<file path="src/e1_tx_port_pkg.sv">
// Summary of operation
// Mode comes from rate field, slave bit and external signaling enable bit.
// Backplane clock runs at bit rate or twice; offset bit picks active edge.
// Common frame pulse marks frame or multiframe; invert bit sets its polarity.
// Framing-output slave mode times frame pulse, data and pulse output from clock B.
// Differing frame and data edges mean frame edge precedes data edge by one.
// Software programs the frame edge bit alike in all eight framers.
// Bit 1 of each time slot arrives first and is transmitted first.
// Framing-output slave mode drives the shared pin with a frame start pulse.
// External signaling mode samples shared pin with data on the data edge.
// Slot 16 takes external signaling only without common channel and source zero.
// Master mode uses common clocks A and B only as jitter attenuator references.
// Master mode drives the shared pin with a frame start pulse.
// Master mode serial data runs at one bit per processed line clock.
// Master mode times data and pulse output from the processed line clock.
// Multiplexed mode takes data from one of two buses by bus select bit.
// Multiplexed mode extracts own bytes at the seven bit slot offset.
// Software gives each framer on one bus a distinct slot offset.
// Multiplexed mode times frame pulse, data and signaling from mux clock B.
package e1_tx_port_pkg;

	// ----------
	// Register map
	// ----------
	localparam int REG_ADDR_W = 4;
	localparam int REG_DATA_W = 16;
	localparam logic [3:0] REG_CFG_ADDR = 4'h0;
	localparam logic [3:0] REG_OFFSET_ADDR = 4'h1;
	localparam logic [3:0] REG_STATUS_ADDR = 4'h2;
	localparam logic [15:0] CFG_RESET = 16'h0000;
	localparam logic [6:0] OFFSET_RESET = 7'h00;

	// Configuration fields.
	localparam int CFG_RATE_LSB = 0;
	localparam int CFG_SLAVE = 2;
	localparam int CFG_SIG_EN = 3;
	localparam int CFG_CMS = 4;
	localparam int CFG_EDGE_OFFSET_SEL = 5;
	localparam int CFG_FRAME_PULSE_TYPE = 6;
	localparam int CFG_FRAME_PULSE_INVERT = 7;
	localparam int CFG_FE = 8;
	localparam int CFG_DE = 9;
	localparam int CFG_PE = 10;
	localparam int CFG_BUS_SEL = 11;
	localparam int CFG_CCS = 12;
	localparam int CFG_SIGNALING_SOURCE_SEL = 13;

	// Status fields.
	localparam int STAT_MODE_LSB = 0;
	localparam int STAT_ALIGNED = 3;
	localparam int STAT_OVERRUN = 4;
	localparam int STAT_LEVEL_LSB = 8;

	localparam logic [1:0] RATE_E1 = 2'h1;
	localparam logic [1:0] RATE_MUX = 2'h3;

	localparam logic [2:0] MODE_CODE_IDLE = 3'h0;
	localparam logic [2:0] MODE_CODE_SLAVE_FS = 3'h1;
	localparam logic [2:0] MODE_CODE_SLAVE_SIG = 3'h2;
	localparam logic [2:0] MODE_CODE_MASTER = 3'h3;
	localparam logic [2:0] MODE_CODE_MUX = 3'h4;

	typedef enum logic [2:0] {
		MODE_IDLE,
		MODE_SLAVE_FS,
		MODE_SLAVE_SIG,
		MODE_MASTER,
		MODE_MUX
	} mode_type;

	// ----------
	// Frame layout
	// ----------
	localparam int SLOT_W = 5;
	localparam int BYTE_W = 8;
	localparam int WORD_W = 13;
	localparam logic [2:0] LAST_BIT = 3'h7;
	localparam logic [6:0] LAST_SLOT = 7'h1F;
	localparam logic [6:0] LAST_MUX_BYTE = 7'h7F;
	localparam logic [4:0] SIG_SLOT = 5'h10;
	localparam int FIFO_DEPTH_DEFAULT = 4;

	// ----------
	// Synchronised pin vector
	// ----------
	localparam int PIN_CLKB = 0;
	localparam int PIN_LTCK = 1;
	localparam int PIN_MCLKB = 2;
	localparam int PIN_CLKA = 3;
	localparam int PIN_CFS = 4;
	localparam int PIN_SD = 5;
	localparam int PIN_SIG = 6;
	localparam int PIN_MFS = 7;
	localparam int PIN_MSD0 = 8;
	localparam int PIN_MSD1 = 9;
	localparam int PIN_MSIG0 = 10;
	localparam int PIN_MSIG1 = 11;
	localparam int PIN_COUNT = 12;

endpackage

</file>
<file path="src/e1_tx_system_backplane_port.sv">
// The strobed register port and the address map were chosen for this implementation.
`timescale 1ns/1ps
`default_nettype none
module e1_tx_system_backplane_port
	import e1_tx_port_pkg::*;
#(
	parameter int FIFO_DEPTH = FIFO_DEPTH_DEFAULT
) (
	// Clock and reset
	input wire logic core_clk,
	input wire logic rst_n,
	// Register port
	input wire logic [REG_ADDR_W-1:0] reg_addr,
	input wire logic [REG_DATA_W-1:0] reg_wdata,
	input wire logic reg_wr,
	input wire logic reg_rd,
	output logic [REG_DATA_W-1:0] reg_rdata,
	// Common backplane pins
	input wire logic common_tx_clock_a,
	input wire logic common_tx_clock_b,
	input wire logic common_tx_frame_pulse,
	// Per-framer pins
	input wire logic framer_tx_serial_in,
	input wire logic framer_signaling_in,
	output logic framer_frame_pulse_out,
	output logic framer_frame_pulse_oe,
	input wire logic line_processed_clock,
	// Multiplexed bus pins
	input wire logic mux_common_clock_b,
	input wire logic mux_frame_pulse,
	input wire logic [1:0] mux_serial_in,
	input wire logic [1:0] mux_signaling_in,
	// Jitter attenuator references
	output logic dpll_ref_a,
	output logic dpll_ref_b,
	// Time slot stream
	output logic slot_valid,
	input wire logic slot_ready,
	output logic [SLOT_W-1:0] slot_number,
	output logic [BYTE_W-1:0] slot_byte
);

	localparam int LEVEL_W = $clog2(FIFO_DEPTH) + 1;

	typedef struct packed {
		logic [REG_DATA_W-1:0] cfg;
		logic [6:0] slot_offset;
		logic [REG_DATA_W-1:0] rdata;
		logic overrun;
		logic aligned;
		logic frame_pend;
		logic fp_prev;
		logic phase;
		logic [2:0] bit_cnt;
		logic [6:0] pos;
		logic [BYTE_W-1:0] data_sr;
		logic [BYTE_W-1:0] sig_sr;
		logic fs_out;
		logic fs_oe;
		logic push_valid;
		logic [WORD_W-1:0] push_word;
		logic out_valid;
		logic [WORD_W-1:0] out_word;
		logic ref_a;
		logic ref_b;
	} port_state_type;

	port_state_type state_reg;
	port_state_type state_next;
	logic [1:0] rst_pipe_reg;
	logic rst_sync_n;
	logic [PIN_COUNT-1:0] pin_raw;
	logic [PIN_COUNT-1:0] pin_level;
	logic [PIN_COUNT-1:0] pin_rise;
	logic [PIN_COUNT-1:0] pin_fall;
	logic fifo_in_ready;
	logic fifo_out_valid;
	logic fifo_pop;
	logic [WORD_W-1:0] fifo_out_data;
	logic [LEVEL_W-1:0] fifo_level;

	generate
		if (FIFO_DEPTH < 2 || LEVEL_W > 8) begin : g_bad_depth
			$error("FIFO_DEPTH must lie between 2 and 128.");
		end
	endgenerate

	// ----------
	// Helpers
	// ----------
	function automatic mode_type decode_mode(input logic [REG_DATA_W-1:0] cfg);
		logic [1:0] rate;
		rate = cfg[CFG_RATE_LSB +: 2];
		if (rate == RATE_MUX && cfg[CFG_SLAVE] && cfg[CFG_SIG_EN]) begin
			decode_mode = MODE_MUX;
		end else if (rate == RATE_E1 && !cfg[CFG_SLAVE]) begin
			decode_mode = MODE_MASTER;
		end else if (rate == RATE_E1) begin
			decode_mode = cfg[CFG_SIG_EN] ? MODE_SLAVE_SIG : MODE_SLAVE_FS;
		end else begin
			decode_mode = MODE_IDLE;
		end
	endfunction

	// A select of one means the rising edge, zero the falling edge.
	function automatic logic edge_pick(input logic rise, input logic fall, input logic sel);
		edge_pick = sel ? rise : fall;
	endfunction

	function automatic logic [2:0] mode_code(input mode_type mode);
		unique case (mode)
			MODE_IDLE: mode_code = MODE_CODE_IDLE;
			MODE_SLAVE_FS: mode_code = MODE_CODE_SLAVE_FS;
			MODE_SLAVE_SIG: mode_code = MODE_CODE_SLAVE_SIG;
			MODE_MASTER: mode_code = MODE_CODE_MASTER;
			MODE_MUX: mode_code = MODE_CODE_MUX;
		endcase
	endfunction

	// ----------
	// Reset release and pin synchronisers
	// ----------
	always_ff @(posedge core_clk or negedge rst_n) begin
		if (!rst_n) begin
			rst_pipe_reg <= 2'h0;
		end else begin
			rst_pipe_reg <= {rst_pipe_reg[0], 1'b1};
		end
	end
	assign rst_sync_n = rst_pipe_reg[1];

	always_comb begin
		pin_raw = '0;
		pin_raw[PIN_CLKB] = common_tx_clock_b;
		pin_raw[PIN_LTCK] = line_processed_clock;
		pin_raw[PIN_MCLKB] = mux_common_clock_b;
		pin_raw[PIN_CLKA] = common_tx_clock_a;
		pin_raw[PIN_CFS] = common_tx_frame_pulse;
		pin_raw[PIN_SD] = framer_tx_serial_in;
		pin_raw[PIN_SIG] = framer_signaling_in;
		pin_raw[PIN_MFS] = mux_frame_pulse;
		pin_raw[PIN_MSD0] = mux_serial_in[0];
		pin_raw[PIN_MSD1] = mux_serial_in[1];
		pin_raw[PIN_MSIG0] = mux_signaling_in[0];
		pin_raw[PIN_MSIG1] = mux_signaling_in[1];
	end

	pin_sync #(
		.WIDTH(PIN_COUNT)
	) u_pin_sync (
		.clk(core_clk),
		.rst_n(rst_sync_n),
		.pin_in(pin_raw),
		.level(pin_level),
		.rise(pin_rise),
		.fall(pin_fall)
	);

	// ----------
	// Slot buffer
	// ----------
	// The backplane cannot be stalled, so a full buffer drops the byte and flags it.
	slot_fifo #(
		.WIDTH(WORD_W),
		.DEPTH(FIFO_DEPTH)
	) u_slot_fifo (
		.clk(core_clk),
		.rst_n(rst_sync_n),
		.in_valid(state_reg.push_valid),
		.in_ready(fifo_in_ready),
		.in_data(state_reg.push_word),
		.out_valid(fifo_out_valid),
		.out_ready(fifo_pop),
		.out_data(fifo_out_data),
		.level(fifo_level)
	);

	assign fifo_pop = fifo_out_valid && (!state_reg.out_valid || slot_ready);

	// ----------
	// Next state
	// ----------
	always_comb begin
		mode_type mode;
		logic clk_rise;
		logic clk_fall;
		logic de_evt;
		logic fe_evt;
		logic pe_evt;
		logic ser_bit;
		logic sig_bit;
		logic fp_active;
		logic frame_hit;
		logic start;
		logic ph;
		logic take;
		logic [2:0] bit_now;
		logic [6:0] pos_now;
		logic [6:0] rel;
		logic own;
		logic [SLOT_W-1:0] slot;
		logic [BYTE_W-1:0] byte_done;
		logic [BYTE_W-1:0] sig_done;
		logic [REG_DATA_W-1:0] status;
		mode = decode_mode(state_reg.cfg);
		clk_rise = 1'b0;
		clk_fall = 1'b0;
		ser_bit = pin_level[PIN_SD];
		sig_bit = pin_level[PIN_SIG];
		fp_active = pin_level[PIN_CFS] ^ state_reg.cfg[CFG_FRAME_PULSE_INVERT];
		state_next = state_reg;

		unique case (mode)
			MODE_SLAVE_FS, MODE_SLAVE_SIG: begin
				clk_rise = pin_rise[PIN_CLKB];
				clk_fall = pin_fall[PIN_CLKB];
			end
			MODE_MASTER: begin
				clk_rise = pin_rise[PIN_LTCK];
				clk_fall = pin_fall[PIN_LTCK];
			end
			MODE_MUX: begin
				clk_rise = pin_rise[PIN_MCLKB];
				clk_fall = pin_fall[PIN_MCLKB];
				ser_bit = state_reg.cfg[CFG_BUS_SEL] ? pin_level[PIN_MSD1] : pin_level[PIN_MSD0];
				sig_bit = state_reg.cfg[CFG_BUS_SEL] ? pin_level[PIN_MSIG1] : pin_level[PIN_MSIG0];
				fp_active = pin_level[PIN_MFS] ^ state_reg.cfg[CFG_FRAME_PULSE_INVERT];
			end
			MODE_IDLE: begin
			end
		endcase

		de_evt = edge_pick(clk_rise, clk_fall, state_reg.cfg[CFG_DE]);
		fe_evt = edge_pick(clk_rise, clk_fall, state_reg.cfg[CFG_FE]);
		pe_evt = edge_pick(clk_rise, clk_fall, state_reg.cfg[CFG_PE]);

		// Frame pulse: only its leading active sample realigns, so a wide pulse is harmless.
		// A multiframe pulse simply realigns less often.
		frame_hit = 1'b0;
		if (fe_evt && mode != MODE_MASTER && mode != MODE_IDLE) begin
			state_next.fp_prev = fp_active;
			frame_hit = fp_active && !state_reg.fp_prev;
		end

		// An earlier frame edge is held until the following data edge starts bit 1.
		start = de_evt && (state_reg.frame_pend || frame_hit);
		if (frame_hit && !de_evt) begin
			state_next.frame_pend = 1'b1;
		end else if (start) begin
			state_next.frame_pend = 1'b0;
		end

		// At twice the rate only the edge chosen by the offset bit samples a bit.
		ph = start ? 1'b0 : state_reg.phase;
		take = !state_reg.cfg[CFG_CMS] || (ph == state_reg.cfg[CFG_EDGE_OFFSET_SEL]);
		bit_now = start ? 3'h0 : state_reg.bit_cnt;
		pos_now = start ? 7'h00 : state_reg.pos;
		rel = pos_now - state_reg.slot_offset;
		own = (mode != MODE_MUX) || (rel[1:0] == 2'h0);
		slot = (mode == MODE_MUX) ? rel[6:2] : pos_now[4:0];
		byte_done = {state_reg.data_sr[6:0], ser_bit};
		sig_done = {state_reg.sig_sr[6:0], sig_bit};
		state_next.push_valid = 1'b0;

		if (start) begin
			state_next.aligned = 1'b1;
		end
		if (mode == MODE_MASTER) begin
			state_next.aligned = 1'b1;
		end else if (mode == MODE_IDLE) begin
			state_next.aligned = 1'b0;
			state_next.frame_pend = 1'b0;
		end

		if (de_evt && (state_reg.aligned || start)) begin
			state_next.phase = state_reg.cfg[CFG_CMS] ? ~ph : 1'b0;
			if (take) begin
				state_next.data_sr = byte_done;
				state_next.sig_sr = sig_done;
				state_next.bit_cnt = bit_now + 3'h1;
				state_next.pos = pos_now;
				if (bit_now == LAST_BIT) begin
					if (mode == MODE_MUX) begin
						state_next.pos = (pos_now == LAST_MUX_BYTE) ? 7'h00 : pos_now + 7'h01;
					end else begin
						state_next.pos = (pos_now == LAST_SLOT) ? 7'h00 : pos_now + 7'h01;
					end
					state_next.push_valid = own;
					state_next.push_word = {slot, byte_done};
					if ((mode == MODE_SLAVE_SIG || mode == MODE_MUX) && slot == SIG_SLOT
						&& !state_reg.cfg[CFG_CCS] && !state_reg.cfg[CFG_SIGNALING_SOURCE_SEL]) begin
						state_next.push_word = {slot, sig_done};
					end
				end
			end
		end

		// Shared pin drives a pulse on the first bit of every basic frame.
		state_next.fs_oe = (mode == MODE_SLAVE_FS) || (mode == MODE_MASTER);
		if (!state_next.fs_oe) begin
			state_next.fs_out = 1'b0;
		end else if (pe_evt && (!state_reg.cfg[CFG_CMS] || state_reg.phase == state_reg.cfg[CFG_EDGE_OFFSET_SEL])) begin
			state_next.fs_out = state_reg.aligned && state_reg.pos == 7'h00 && state_reg.bit_cnt == 3'h0;
		end

		// Clock A, and clock B in master mode, only feed the jitter attenuator.
		state_next.ref_a = pin_level[PIN_CLKA];
		state_next.ref_b = (mode == MODE_MASTER) && pin_level[PIN_CLKB];

		// Output stage keeps the stream ports on flip-flops.
		if (fifo_pop) begin
			state_next.out_valid = 1'b1;
			state_next.out_word = fifo_out_data;
		end else if (slot_ready) begin
			state_next.out_valid = 1'b0;
		end

		// Register port. A drop in the same cycle as a clear keeps the flag set.
		status = '0;
		status[STAT_MODE_LSB +: 3] = mode_code(mode);
		status[STAT_ALIGNED] = state_reg.aligned;
		status[STAT_OVERRUN] = state_reg.overrun;
		status[STAT_LEVEL_LSB +: 8] = 8'(fifo_level);
		if (reg_wr && reg_addr == REG_CFG_ADDR) begin
			state_next.cfg = reg_wdata;
		end
		if (reg_wr && reg_addr == REG_OFFSET_ADDR) begin
			state_next.slot_offset = reg_wdata[6:0];
		end
		if (reg_wr && reg_addr == REG_STATUS_ADDR && reg_wdata[STAT_OVERRUN]) begin
			state_next.overrun = 1'b0;
		end
		if (state_reg.push_valid && !fifo_in_ready) begin
			state_next.overrun = 1'b1;
		end
		state_next.rdata = '0;
		if (reg_rd) begin
			unique case (reg_addr)
				REG_CFG_ADDR: state_next.rdata = state_reg.cfg;
				REG_OFFSET_ADDR: state_next.rdata = {9'h000, state_reg.slot_offset};
				REG_STATUS_ADDR: state_next.rdata = status;
				default: state_next.rdata = '0;
			endcase
		end
	end

	always_ff @(posedge core_clk or negedge rst_sync_n) begin
		if (!rst_sync_n) begin
			state_reg <= '0;
			state_reg.cfg <= CFG_RESET;
			state_reg.slot_offset <= OFFSET_RESET;
		end else begin
			state_reg <= state_next;
		end
	end

	assign reg_rdata = state_reg.rdata;
	assign framer_frame_pulse_out = state_reg.fs_out;
	assign framer_frame_pulse_oe = state_reg.fs_oe;
	assign dpll_ref_a = state_reg.ref_a;
	assign dpll_ref_b = state_reg.ref_b;
	assign slot_valid = state_reg.out_valid;
	assign slot_number = state_reg.out_word[WORD_W-1 -: SLOT_W];
	assign slot_byte = state_reg.out_word[BYTE_W-1:0];

endmodule
`default_nettype wire

</file>
<file path="src/pin_sync.sv">
`timescale 1ns/1ps
`default_nettype none
module pin_sync #(
	parameter int WIDTH = 1
) (
	// Clock and reset
	input wire logic clk,
	input wire logic rst_n,
	// Asynchronous pins
	input wire logic [WIDTH-1:0] pin_in,
	// Synchronised level and edges
	output logic [WIDTH-1:0] level,
	output logic [WIDTH-1:0] rise,
	output logic [WIDTH-1:0] fall
);

	typedef struct packed {
		logic [WIDTH-1:0] meta;
		logic [WIDTH-1:0] stable;
		logic [WIDTH-1:0] prev;
	} sync_state_type;

	sync_state_type state_reg;
	sync_state_type state_next;

	generate
		if (WIDTH < 1) begin : g_bad_width
			$error("pin_sync needs at least one pin.");
		end
	endgenerate

	// Only the second stage reads the metastable first stage.
	always_comb begin
		state_next = state_reg;
		state_next.meta = pin_in;
		state_next.stable = state_reg.meta;
		state_next.prev = state_reg.stable;
	end

	always_ff @(posedge clk or negedge rst_n) begin
		if (!rst_n) begin
			state_reg <= '0;
		end else begin
			state_reg <= state_next;
		end
	end

	assign level = state_reg.stable;
	assign rise = state_reg.stable & ~state_reg.prev;
	assign fall = ~state_reg.stable & state_reg.prev;

endmodule
`default_nettype wire

</file>
<file path="src/slot_fifo.sv">
`timescale 1ns/1ps
`default_nettype none
module slot_fifo #(
	parameter int WIDTH = 13,
	parameter int DEPTH = 4
) (
	// Clock and reset
	input wire logic clk,
	input wire logic rst_n,
	// Fill side
	input wire logic in_valid,
	output logic in_ready,
	input wire logic [WIDTH-1:0] in_data,
	// Drain side
	output logic out_valid,
	input wire logic out_ready,
	output logic [WIDTH-1:0] out_data,
	// Fill level
	output logic [$clog2(DEPTH):0] level
);

	localparam int PTR_W = $clog2(DEPTH);
	localparam logic [PTR_W:0] FULL_COUNT = PTR_W'(0) + (PTR_W+1)'(DEPTH);

	typedef struct packed {
		logic [DEPTH-1:0][WIDTH-1:0] mem;
		logic [PTR_W-1:0] wr_ptr;
		logic [PTR_W-1:0] rd_ptr;
		logic [PTR_W:0] count;
	} fifo_state_type;

	fifo_state_type state_reg;
	fifo_state_type state_next;
	logic push;
	logic pop;

	generate
		if (DEPTH < 2 || (1 << PTR_W) != DEPTH || WIDTH < 1) begin : g_bad_depth
			$error("slot_fifo needs a power-of-two depth of two or more.");
		end
	endgenerate

	assign in_ready = state_reg.count != FULL_COUNT;
	assign out_valid = state_reg.count != '0;
	assign out_data = state_reg.mem[state_reg.rd_ptr];
	assign level = state_reg.count;
	assign push = in_valid && in_ready;
	assign pop = out_valid && out_ready;

	// Pointers wrap naturally because the depth is a power of two.
	always_comb begin
		state_next = state_reg;
		if (push) begin
			state_next.mem[state_reg.wr_ptr] = in_data;
			state_next.wr_ptr = state_reg.wr_ptr + 1'b1;
		end
		if (pop) begin
			state_next.rd_ptr = state_reg.rd_ptr + 1'b1;
		end
		if (push && !pop) begin
			state_next.count = state_reg.count + 1'b1;
		end else if (pop && !push) begin
			state_next.count = state_reg.count - 1'b1;
		end
	end

	always_ff @(posedge clk or negedge rst_n) begin
		if (!rst_n) begin
			state_reg <= '0;
		end else begin
			state_reg <= state_next;
		end
	end

endmodule
`default_nettype wire

</file>
<file path="config.mk">
export PLATFORM = sky130hd
export DESIGN_NAME = e1_tx_system_backplane_port
export DESIGN_NICKNAME = d
export VERILOG_FILES = /design/src/e1_tx_port_pkg.sv /design/src/e1_tx_system_backplane_port.sv /design/src/pin_sync.sv /design/src/slot_fifo.sv
export SDC_FILE = /design/constraint.sdc
export NUM_CORES = 1
export LEC_CHECK = 0
export BUFFER_PORTS_ARGS = -buffer_cell sky130_fd_sc_hd__buf_2
export CAP_MARGIN = 25
export CORE_MARGIN = 4
export CORE_UTILIZATION = 25
export CTS_CLUSTER_DIAMETER = 50
export DETAILED_ROUTE_END_ITERATION = 7
export PLACE_DENSITY = 0.45
export REMOVE_ABC_BUFFERS = 1
export SLEW_MARGIN = 20
export SYNTH_ARGS = -nofsm -noshare
export SYNTH_HDL_FRONTEND = slang
export SYNTH_SLANG_ARGS = --single-unit
</file>
<file path="constraint.sdc">
create_clock -name core_clk -period 13.2 [get_ports core_clk]
set_input_delay 1.98 -clock core_clk [delete_from_list [all_inputs] [get_ports core_clk]]
set_output_delay 1.98 -clock core_clk [all_outputs]
set_load 0.05 [all_outputs]
</file>
==> results.cfg, run 1 <==
[timing]
setup_viol = 0
hold_viol = 0
grt_setup_unrepaired = no
timing.max_slew.rel_slack_pct = 35.0
max_freq_mhz = 207
measured_slew_at_the_worst_slew_check_pin_ps = 972
maxSlewViolCount = 0
clock-skew-final_ps = 11.2
layout_worst_path_cycle_share_pct = 36.6
final.setup.tns_ps = 0
layout_min_cycle_time_ps = 4830

[clocking]
cts.htree.levels = 4
root_buffer = clkbuf_16
clock_insertion_delay_worst_skew_ps = 440
clk_pin_slew_worst_paths_ps = 70
cts-resized-gates = 0
cts.sink_count = 188
cts_setup_buffers = 0
post_cts_hold_buffer_count = 0
maximum_clock_insertion_buffer_count = 2
tritoncts.num_buffers = 17
cts_tree = yes

[routing]
wl_per_cell_um = 15.7
route.antenna.remaining_nets = 0
drtIter0Drc = 248
detailedRoute.firstPassIterationCount = 4
drcViolationCount = 0
routed_length_on_met3_um = 530
dr.max_layer_used = met4
total_via_count_after_detailed_routing = 5058
met2RoutedLength_mm = 8.65
via_per_inst = 4.38
wl_met1_mm = 8.73
routed_wirelength_mm = 18.1

[worst_setup_path]
worst-r2r-cell-count = 18
critical_path_depth = 18
start_kind = flop
crit_slowest_cell = nand4_1
criticalPathCategory = flop to flop
slowest_delay_ps = 640
path_max_fanout = 17
critical-path-top-delay-family = compound AO/OA/AOI/OAI gates
crit_arrival_ps = 5150
timing.critical_path.to_type = flop
crit_required_ps = 13520
critical_path.most_common_cell = a21oi_1
critPathBufInv = 1
cell_chain_critical_path = nand4_1 -> o21ba_2 -> a32oi_2 -> a31oi_4 -> nand2b_4 -> nand2_1 -> ha_1 -> fa_1 -> inv_1 -> a21oi_1 -> nand2_1 -> a21o_1 -> a21oi_1 -> a21oi_1 -> xnor2_1 -> nor3_2 -> o31a_1 -> o221a_1

[synthesis]
edff_count_synth = 0
ys_ff_latch = 188
post_synthesis_cell_count = 657
synthDistinctLibCells = 58
seq_area_frac_synth_pct = 55.9
synth_area_per_inst_um2 = 12.8
synthArstFlopShare_pct = 100
dominantRegCellSynth = dfrtp_1
post_synth_instance_area_um2 = 8420
yosysWarnings = 0

[cells_and_area]
drive_gt1_share_pct = 34.3
finish.instance_area_um2 = 9680
fillers = 3448
n_antenna_cell = 0
stdcell_count = 1154
number_of_nets_at_the_end_of_the_flow = 751
syn_to_final_growth_pct = 15.0
largest_register_ffs = 66

[pwr]
share_clk_of_total_power_pct = 36.1
net-switching-power_uw = 402
power.density_nw_per_um2 = 141
power_frac_seq_pct = 49.5
reported_leakage_power_uw = 0.00461
p_int_uw = 966
vdd_ir_drop_max_uv = 93.0
switching_share_pct = 29.4
combPwrFrac_pct = 14.4

[global_route]
grt_pass1_wl_mm = 30.3
grt_usage_pct = 10.6
grt_antenna_before_repair = 0
number_of_global_route_vias_before_repair = 5350
grt_start_max_net_pins = 74
grt-ovfl-total = 0

[floorplan]
boundaryPins = 71
die_area_um2 = 36700
die_w_um = 192
core_footprint_um2 = 32900
initial_core_utilization_pct = 25.6
rows = 66
chipHeight_um = 192

[place]
detailed_place.area_um2 = 9050
dp_cells = 1119
buffer_ports.inserted = 70
detailedPlacementHpwl_mm = 12.7
gp_congestion = 0.781

[job]
max_cap_violations = 0

[status]
status = complete, no violations

[worst_hold_path]
hold_class = flop to async pin
Yosys cell counts (3+ instances only):
master    number  share of area, %
o221a_1        8               1.1
nor3_1        14              0.83
buf_4         30               2.7
nand2b_1      12              0.89
clkbuf_1      13              0.58
a31oi_1        4              0.30
xor2_1         6              0.62
inv_1         23               1.0
nor2b_1        3              0.22
ha_1          13               1.9
nand3_1        6              0.36
and3_1         5              0.37
a21oi_1       21               1.2
mux2i_1       16               1.9
mux2_2       107                14
dfrtp_1      188                56
mux4_2        13               3.5
and2_1        12              0.89
nor4_1         3              0.22
xnor2_1        6              0.62
a21o_1         4              0.36
nand4_1        5              0.37
nor2_1        37               1.6
nand2_1       36               1.6
o21ai_0       22               1.3
buf_2          5              0.30
buf_1          6              0.27
layout by cell type, fill, tap and decap left out, drive strengths merged, types with 3 or more instances in the layout:
master | Yosys | routed
dfrtp | 188 | 188
mux2 | 108 | 108
buf | 43 | 79
nor2 | 37 | 37
nand2 | 36 | 36
inv | 23 | 26
o21ai | 24 | 24
a21oi | 21 | 21
clkbuf | 13 | 18
mux2i | 16 | 16
nor3 | 16 | 16
mux4 | 13 | 13
ha | 13 | 13
nand2b | 13 | 13
and2 | 12 | 12
o221a | 8 | 8
nand3 | 7 | 7
clkinv | 0 | 7
xnor2 | 6 | 6
xor2 | 6 | 6
nand4 | 5 | 5
and3 | 5 | 5
a31oi | 5 | 5
a21o | 4 | 4
clkinvlp | 0 | 4
nor2b | 3 | 3
nor4 | 3 | 3
a32oi | 3 | 3
power by group through the flow:
stage / sequential [uW] / clock (uW) / combinational [uW]
2_1_floorplan: 690 / 0 / 127
3_3_place_gp: 698 / 0 / 184
3_5_place_dp: 699 / 0 / 185
4_1_cts: 687 / 518 / 186
5_1_grt: 688 / 540 / 221
6_report: 678 / 494 / 196
metrics by stage:
step	setup slack [ps]	power, uW	utilization [%]	hold WS (ps)
2_1_floorplan	7570	817	-	331
3_3_place_gp	8510	883	27.5	282
6_report	8370	1370	29.5	267
5_1_grt	7900	1450	29.5	316
3_5_place_dp	8350	884	27.5	285
4_1_cts	8350	1390	29.3	293
worst paths after layout:
check | from | end | slack [ps]
max in group asynchronous | rst_pipe_reg[1] | u_slot_fifo.state_reg[24] | 11710
min in group core_clk | u_pin_sync.state_next[12] | u_pin_sync.level[0] | 350
worst min register to register | rst_pipe_reg[1] | u_pin_sync.level[9] | 270
worst max-delay path | state_reg[87] | state_reg[20] | 8370
worst min-delay path | rst_pipe_reg[1] | u_pin_sync.level[9] | 270
worst max register to register | state_reg[87] | state_reg[20] | 8370
area by class of cell:
class | count | area (um^2) | share of cell area (%)
Sequential cell | 188 | 4710 | 48.6
Timing Repair Buffer | 79 | 462 | 4.77
Clock inverter | 14 | 134 | 1.38
Inverter | 23 | 86.3 | 0.892
Tap cell | 442 | 553 | 5.71
Clock buffer | 18 | 439 | 4.54
Multi-Input combinational cell | 390 | 3300 | 34.1
worst register-to-register path: stages, from the launching register on:
cell      delay [ps]
dfrtp_1          530
nand4_1          640
o21ba_2          440
a32oi_2          240
a31oi_4          180
nand2b_4         260
nand2_1          140
ha_1             190
fa_1             220
inv_1             50
a21oi_1          260
nand2_1          140
a21o_1           200
a21oi_1          150
a21oi_1           70
xnor2_1          250
nor3_2            90
o31a_1           410
o221a_1          270
metal layers:
layer / GRT usage, % / vias to the layer above
met5: 0 / -
met4: 3.48 / 0
met3: 2.15 / 8
met2: 16.7 / 79
met1: 14.6 / 2585
li1: - / 2386
cell families (layout without fill, tap and decap cells):
group	count (synthesis)	after routing	synth area share [%]
DFF	188	188	55.9
and+or+nand+nor	143	143	8.55
muxes	137	137	19.8
AOI/OAI and AO/OA	82	82	6.93
buffers and inverters	79	134	5.11
adders and majority gates	15	15	2.41
xor gates and xnor gates	12	12	1.25
other	1	1	0.0445
No activity file was read; power rests on OpenSTA's default activity.
==> run 2, diff against run 1 <==
--- a/config.mk
+++ b/config.mk
@@ -5,6 +5,7 @@
 export SDC_FILE = /design/constraint.sdc
 export NUM_CORES = 1
 export LEC_CHECK = 0
+export ABC_AREA = 1
 export BUFFER_PORTS_ARGS = -buffer_cell sky130_fd_sc_hd__buf_2
 export CAP_MARGIN = 25
 export CORE_MARGIN = 4
==> constraint.sdc (replaced) <==
create_clock -name core_clk -period 4.9 [get_ports core_clk]
set_input_delay 0.735 -clock core_clk [delete_from_list [all_inputs] [get_ports core_clk]]
set_output_delay 0.735 -clock core_clk [all_outputs]
set_load 0.05 [all_outputs]
==> results.cfg, run 2 <==
[status]
status = complete, no violations

[timing]
hold_viol = 0
whs_ps = 70.3
layout_worst_path_cycle_share_pct = 71.2
maxSlewViolCount = 0
measured_slew_at_the_worst_slew_check_pin_ps = 964
clock-skew-final_ps = 10.9
max_freq_mhz = 286
layout_min_cycle_time_ps = 3490
fin_ws_ps = 1410
timing.max_slew.rel_slack_pct = 35.8
setup_viol = 0
grt_setup_unrepaired = no

[global_route]
number_of_global_route_vias_before_repair = 6050
grt_pass1_wl_mm = 32.1
grt_antenna_before_repair = 0
grt-ovfl-total = 0
grt_start_max_net_pins = 150
grt_usage_pct = 10.9

[cells_and_area]
final_common_cell = nand2_1
area_used_by_sequential_logic_in_the_layout_um2 = 4710
drive_gt1_share_pct = 15.3
number_of_nets_at_the_end_of_the_flow = 1038
multi_input_area_um2 = 3010
n_antenna_cell = 0
largest_register_ffs = 66
syn_to_final_growth_pct = 14.8
fillers = 3571
most-common-layout-cells = 193 x nand2_1, 187 x dfrtp_1, 122 x o21ai_0, 109 x nor2_1, 102 x inv_1

[pwr]
p_int_uw = 2910
combPwrFrac_pct = 25.8
switching_share_pct = 35.1
reported_leakage_power_uw = 0.00469
vdd_ir_drop_max_uv = 343
report.power.total_uw = 4480
power_frac_seq_pct = 42.1
power.density_nw_per_um2 = 461
share_clk_of_total_power_pct = 32.1
net-switching-power_uw = 1570

[worst_setup_path]
slowest_delay_ps = 440
crit_required_ps = 5220
timing.critical_path.to_type = flop
crit_arrival_ps = 3810
start_kind = flop
criticalPathCategory = flop to flop
path_max_fanout = 9
crit_slowest_cell = fa_1

[floorplan]
initial_core_utilization_pct = 25.3
rows = 67
core_footprint_um2 = 33400
boundaryPins = 71
die_w_um = 192
die_area_um2 = 36900
chipHeight_um = 192

[synthesis]
dominantRegCellSynth = dfrtp_1
synth_area_per_inst_um2 = 8.92
synthDistinctLibCells = 45
synthArstFlopShare_pct = 100
post_synth_instance_area_um2 = 8470
post_synthesis_cell_count = 950
synth_most_common_cell = nand2_1
yosysWarnings = 0
synth_top_cells_by_area = dfrtp_1 56%, nand2_1 8.6%, o21ai_0 7.2%, nor2_1 4.8%, inv_1 4.5%
synthDominantCellAreaShare_pct = 55.5
yosys-top-cells-count = 193 x nand2_1, 188 x dfrtp_1, 122 x o21ai_0
edff_count_synth = 0
synth_top_cell_by_area = dfrtp_1
ys_ff_latch = 188
seq_area_frac_synth_pct = 55.5

[clocking]
maximum_clock_insertion_buffer_count = 2
cts.htree.levels = 4
root_buffer = clkbuf_16
cts-resized-gates = 0
cts.sink_count = 188
tritoncts.num_buffers = 17
cts_tree = yes
cts_setup_buffers = 0
post_cts_hold_buffer_count = 0
clock_insertion_delay_worst_skew_ps = 430
clk_pin_slew_worst_paths_ps = 70

[routing]
total_via_count_after_detailed_routing = 6051
drcViolationCount = 0
drtIter0Drc = 353
via_per_inst = 4.18
routed_wirelength_mm = 19.1
route.antenna.remaining_nets = 0
detailedRoute.firstPassIterationCount = 8
wl_per_cell_um = 13.2

[place]
dp_slack_ps = 1420
detailedPlacementHpwl_mm = 12.9
buffer_ports.inserted = 70
gp_congestion = 0.799

[worst_hold_path]
hold_class = primary input to async pin

[job]
max_cap_violations = 0
-- run 2: layout make-up --
type	count	area share (%)
multi-input combinational	593	31.0
clock inverter	12	1.65
clock buffer	19	4.56
inverter	111	4.31
sequential	188	48.4
tap	448	5.77
timing repair buffer	75	4.32
-- run 2: worst paths after layout --
| kind | startpoint | to | slack (ps) | cells past startpoint |
|---|---|---|---|---|
| setup reg to reg | state_reg[87] | state_reg[16] | 1410 | 26 |
| hold reg to reg | rst_pipe_reg[1] | u_pin_sync.state_next[18] | 300 | 0 |
| setup / recovery | state_reg[87] | state_reg[16] | 1410 | 26 |
| max in group asynchronous | rst_pipe_reg[1] | state_reg[52] | 3320 | 1 |
| min in group core_clk | u_pin_sync.level[3] | dpll_ref_a | 350 | 0 |
| hold / removal | rst_n | rst_pipe_reg[1] | 70 | 1 |
-- run 2: metrics by stage --
step	std cells	setup TNS (ps)	area, um^2	util [%]
detailed placement	1414	0	9090	27.2
global placement	1414	0	9090	27.2
global route	1446	0	9720	29.1
CTS	1445	0	9700	29.0
floorplan	892	-135150	8130	-
finish	1446	0	9720	29.1
-- run 2: power by group through the flow --
stage / clock (uW) / combinational, uW / sequential [uW]
floorplan: 0 / 619 / 2140
global placement: 0 / 1180 / 1920
detailed placement: 0 / 1180 / 1920
CTS: 1490 / 1180 / 1890
global route: 1550 / 1310 / 1920
finish: 1440 / 1160 / 1890
-- run 2: cells by family after synthesis --
family          count (synthesis)  synth area share [%]
simple gates                  379                  19.8
fa+ha+maj                      15                  2.39
compound gates                189                  12.3
xor+xnor                        7                 0.724
mux                             2                 0.266
other cells                     1                0.0443
flops                         188                  55.5
buf+inv                       169                  8.96
-- run 2: worst max-delay path: cells and delay by family (launching register included) --
family	cells	cell delay, ps
fa+ha+maj	1	440
buf+inv	4	370
flops	1	410
simple gates	20	1950
compound gates	1	190
-- run 2: metal layers --
metal  track usage, %  wire length [um]  share of wire [%]  vias up
met5                0                 0                  0        -
met2             16.5              8330                 44       92
met4             2.83               200                1.0        0
met1             15.5              9860                 52     2862
li1                 -                 -                  -     3086
met3             2.76               729                3.8       11
==> run 3, diff against run 2 <==
--- a/config.mk
+++ b/config.mk
@@ -5,14 +5,14 @@
 export SDC_FILE = /design/constraint.sdc
 export NUM_CORES = 1
 export LEC_CHECK = 0
-export ABC_AREA = 1
+export ABC_AREA = 0
 export BUFFER_PORTS_ARGS = -buffer_cell sky130_fd_sc_hd__buf_2
 export CAP_MARGIN = 25
 export CORE_MARGIN = 4
 export CORE_UTILIZATION = 25
 export CTS_CLUSTER_DIAMETER = 50
 export DETAILED_ROUTE_END_ITERATION = 7
-export PLACE_DENSITY = 0.45
+export PLACE_DENSITY = 0.46
 export REMOVE_ABC_BUFFERS = 1
 export SLEW_MARGIN = 20
 export SYNTH_ARGS = -nofsm -noshare
==> constraint.sdc (replaced) <==
create_clock -name core_clk -period 2.94 [get_ports core_clk]
set_input_delay 0.441 -clock core_clk [delete_from_list [all_inputs] [get_ports core_clk]]
set_output_delay 0.441 -clock core_clk [all_outputs]
set_load 0.05 [all_outputs]
==> results.cfg, run 3 (same netlist as run 1, synthesis figures left out) <==
[routing]
drtIter0Drc = 272
drcViolationCount = 0
total_via_count_after_detailed_routing = 5335
routed_wirelength_mm = 19.2
detailedRoute.firstPassIterationCount = 5
via_per_inst = 4.33
wl_per_cell_um = 15.6
route.antenna.remaining_nets = 0

[timing]
setup_viol = 38
layout_worst_path_cycle_share_pct = 131
clock-skew-final_ps = 12.9
whs_ps = 104
timing.max_slew.rel_slack_pct = 50.8
layout_min_cycle_time_ps = 3860
fin_ws_ps = -924
hold_viol = 0
grt_setup_unrepaired = yes
maxSlewViolCount = 0
measured_slew_at_the_worst_slew_check_pin_ps = 737
max_freq_mhz = 259

[pwr]
share_clk_of_total_power_pct = 34.8
switching_share_pct = 29.5
reported_leakage_power_uw = 0.00512
net-switching-power_uw = 1950
p_int_uw = 4650
power.density_nw_per_um2 = 610
vdd_ir_drop_max_uv = 397
report.power.total_uw = 6600
power_frac_seq_pct = 45.5
combPwrFrac_pct = 19.7

[cells_and_area]
number_of_nets_at_the_end_of_the_flow = 828
drive_gt1_share_pct = 47.5
final_core_util_pct = 32.9
most-common-layout-cells = 187 x dfrtp_1, 91 x mux2_2, 70 x buf_2, 62 x buf_4, 30 x nand2_1
finish.instance_area_um2 = 10800
n_antenna_cell = 0
final_common_cell = dfrtp_1
largest_register_ffs = 66
fillers = 3369
syn_to_final_growth_pct = 28.5

[floorplan]
chipHeight_um = 192
rows = 66
boundaryPins = 71
die_area_um2 = 36700
initial_core_utilization_pct = 25.6
core_footprint_um2 = 32900
die_w_um = 192

[worst_setup_path]
crit_arrival_ps = 4190
start_kind = flop
timing.critical_path.to_type = flop
path_max_fanout = 8
crit_required_ps = 3260
criticalPathCategory = flop to flop

[place]
gp_congestion = 0.809
dp_slack_ps = -1150
detailed_place.area_um2 = 9470
buffer_ports.inserted = 70
detailedPlacementHpwl_mm = 13.1

[clocking]
maximum_clock_insertion_buffer_count = 2
root_buffer = clkbuf_16
cts_tree = yes
clock_insertion_delay_worst_skew_ps = 440
cts.sink_count = 188
tritoncts.num_buffers = 17
cts.htree.levels = 4
clk_pin_slew_worst_paths_ps = 80

[worst_hold_path]
hold_class = primary input to flop

[global_route]
grt_antenna_before_repair = 0
grt_pass1_wl_mm = 31.6
grt-ovfl-total = 0
grt_start_max_net_pins = 86
grt_usage_pct = 11.0
number_of_global_route_vias_before_repair = 5647

[job]
max_cap_violations = 0

[status]
status = finished, violations left
violations = negative setup slack
-- run 3: critical path: stages (launching register included) --
cell and delay [ps]:
dfrtp_1 400, or3b_4 380, o32a_1 320, a32oi_2 260
a31oi_4 130, nand2b_4 190, buf_4 150, buf_12 130
and2_4 160, ha_4 280, buf_4 110, inv_1 50
nor2_2 150, nand4_1 130, nand3_2 150, nor3_4 70
o31a_1 390, o221a_1 290
-- run 3: what timing repair did --
item | CTS | global route
setup buffers | 21 | 14
gates cloned | 1 | 0
hold buffers | 1 | 0
resized for setup | 46 | 91
pin swaps | 28 | 43
hold endpoints to repair | 2 | 0
setup endpoints to repair | 37 | 38
-- run 3: power by group through the flow --
stage          logic (uW)  registers (uW)  clock network [uW]
3_5_place_dp         1070            3050                   0
2_1_floorplan         569            3100                   0
4_1_cts              1170            3000                2400
6_report             1300            3000                2300
5_1_grt              1430            3040                2510
3_3_place_gp         1060            3050                   0
-- run 3: worst paths after layout --
path                                    from                        end  slack (ps)  cells after the start
max in group asynchronous    rst_pipe_reg[1]  u_slot_fifo.state_reg[31]        1820                      1
min                        common_tx_clock_a  u_pin_sync.state_next[15]         100                      1
max reg2reg                    state_reg[87]              state_reg[22]        -920                     17
min in group asynchronous    rst_pipe_reg[1]  u_pin_sync.state_next[21]         290                      0
max                            state_reg[87]              state_reg[22]        -920                     17
min reg2reg                  rst_pipe_reg[1]  u_pin_sync.state_next[21]         290                      0
-- run 3: final cells by class --
cell class	count	area (um^2)	share of cell area, %
inverter	23	86.3	0.798
timing repair buffer	156	1160	10.7
clock buffer	19	433	4.00
clock inverter	13	151	1.40
sequential	188	4710	43.5
tap	442	553	5.11
multi-input combinational	390	3730	34.5
-- run 3: layer usage --
layer  vias to the layer above  part of all wire (%)  track usage [%]
met5                         -                     0                0
met4                         0                   1.2             3.48
met3                        13                   2.3             2.21
met2                        67                    48             17.5
met1                      2717                    48             15.1
li1                       2538                     -                -
-- run 3: per-stage QoR --
stage | TNS (ps) | cells
finish | -15520 | 1231
global route | -22130 | 1231
CTS | -14530 | 1227
detailed placement | -14950 | 1173
global placement | -12340 | 1173
floorplan | -531750 | 601
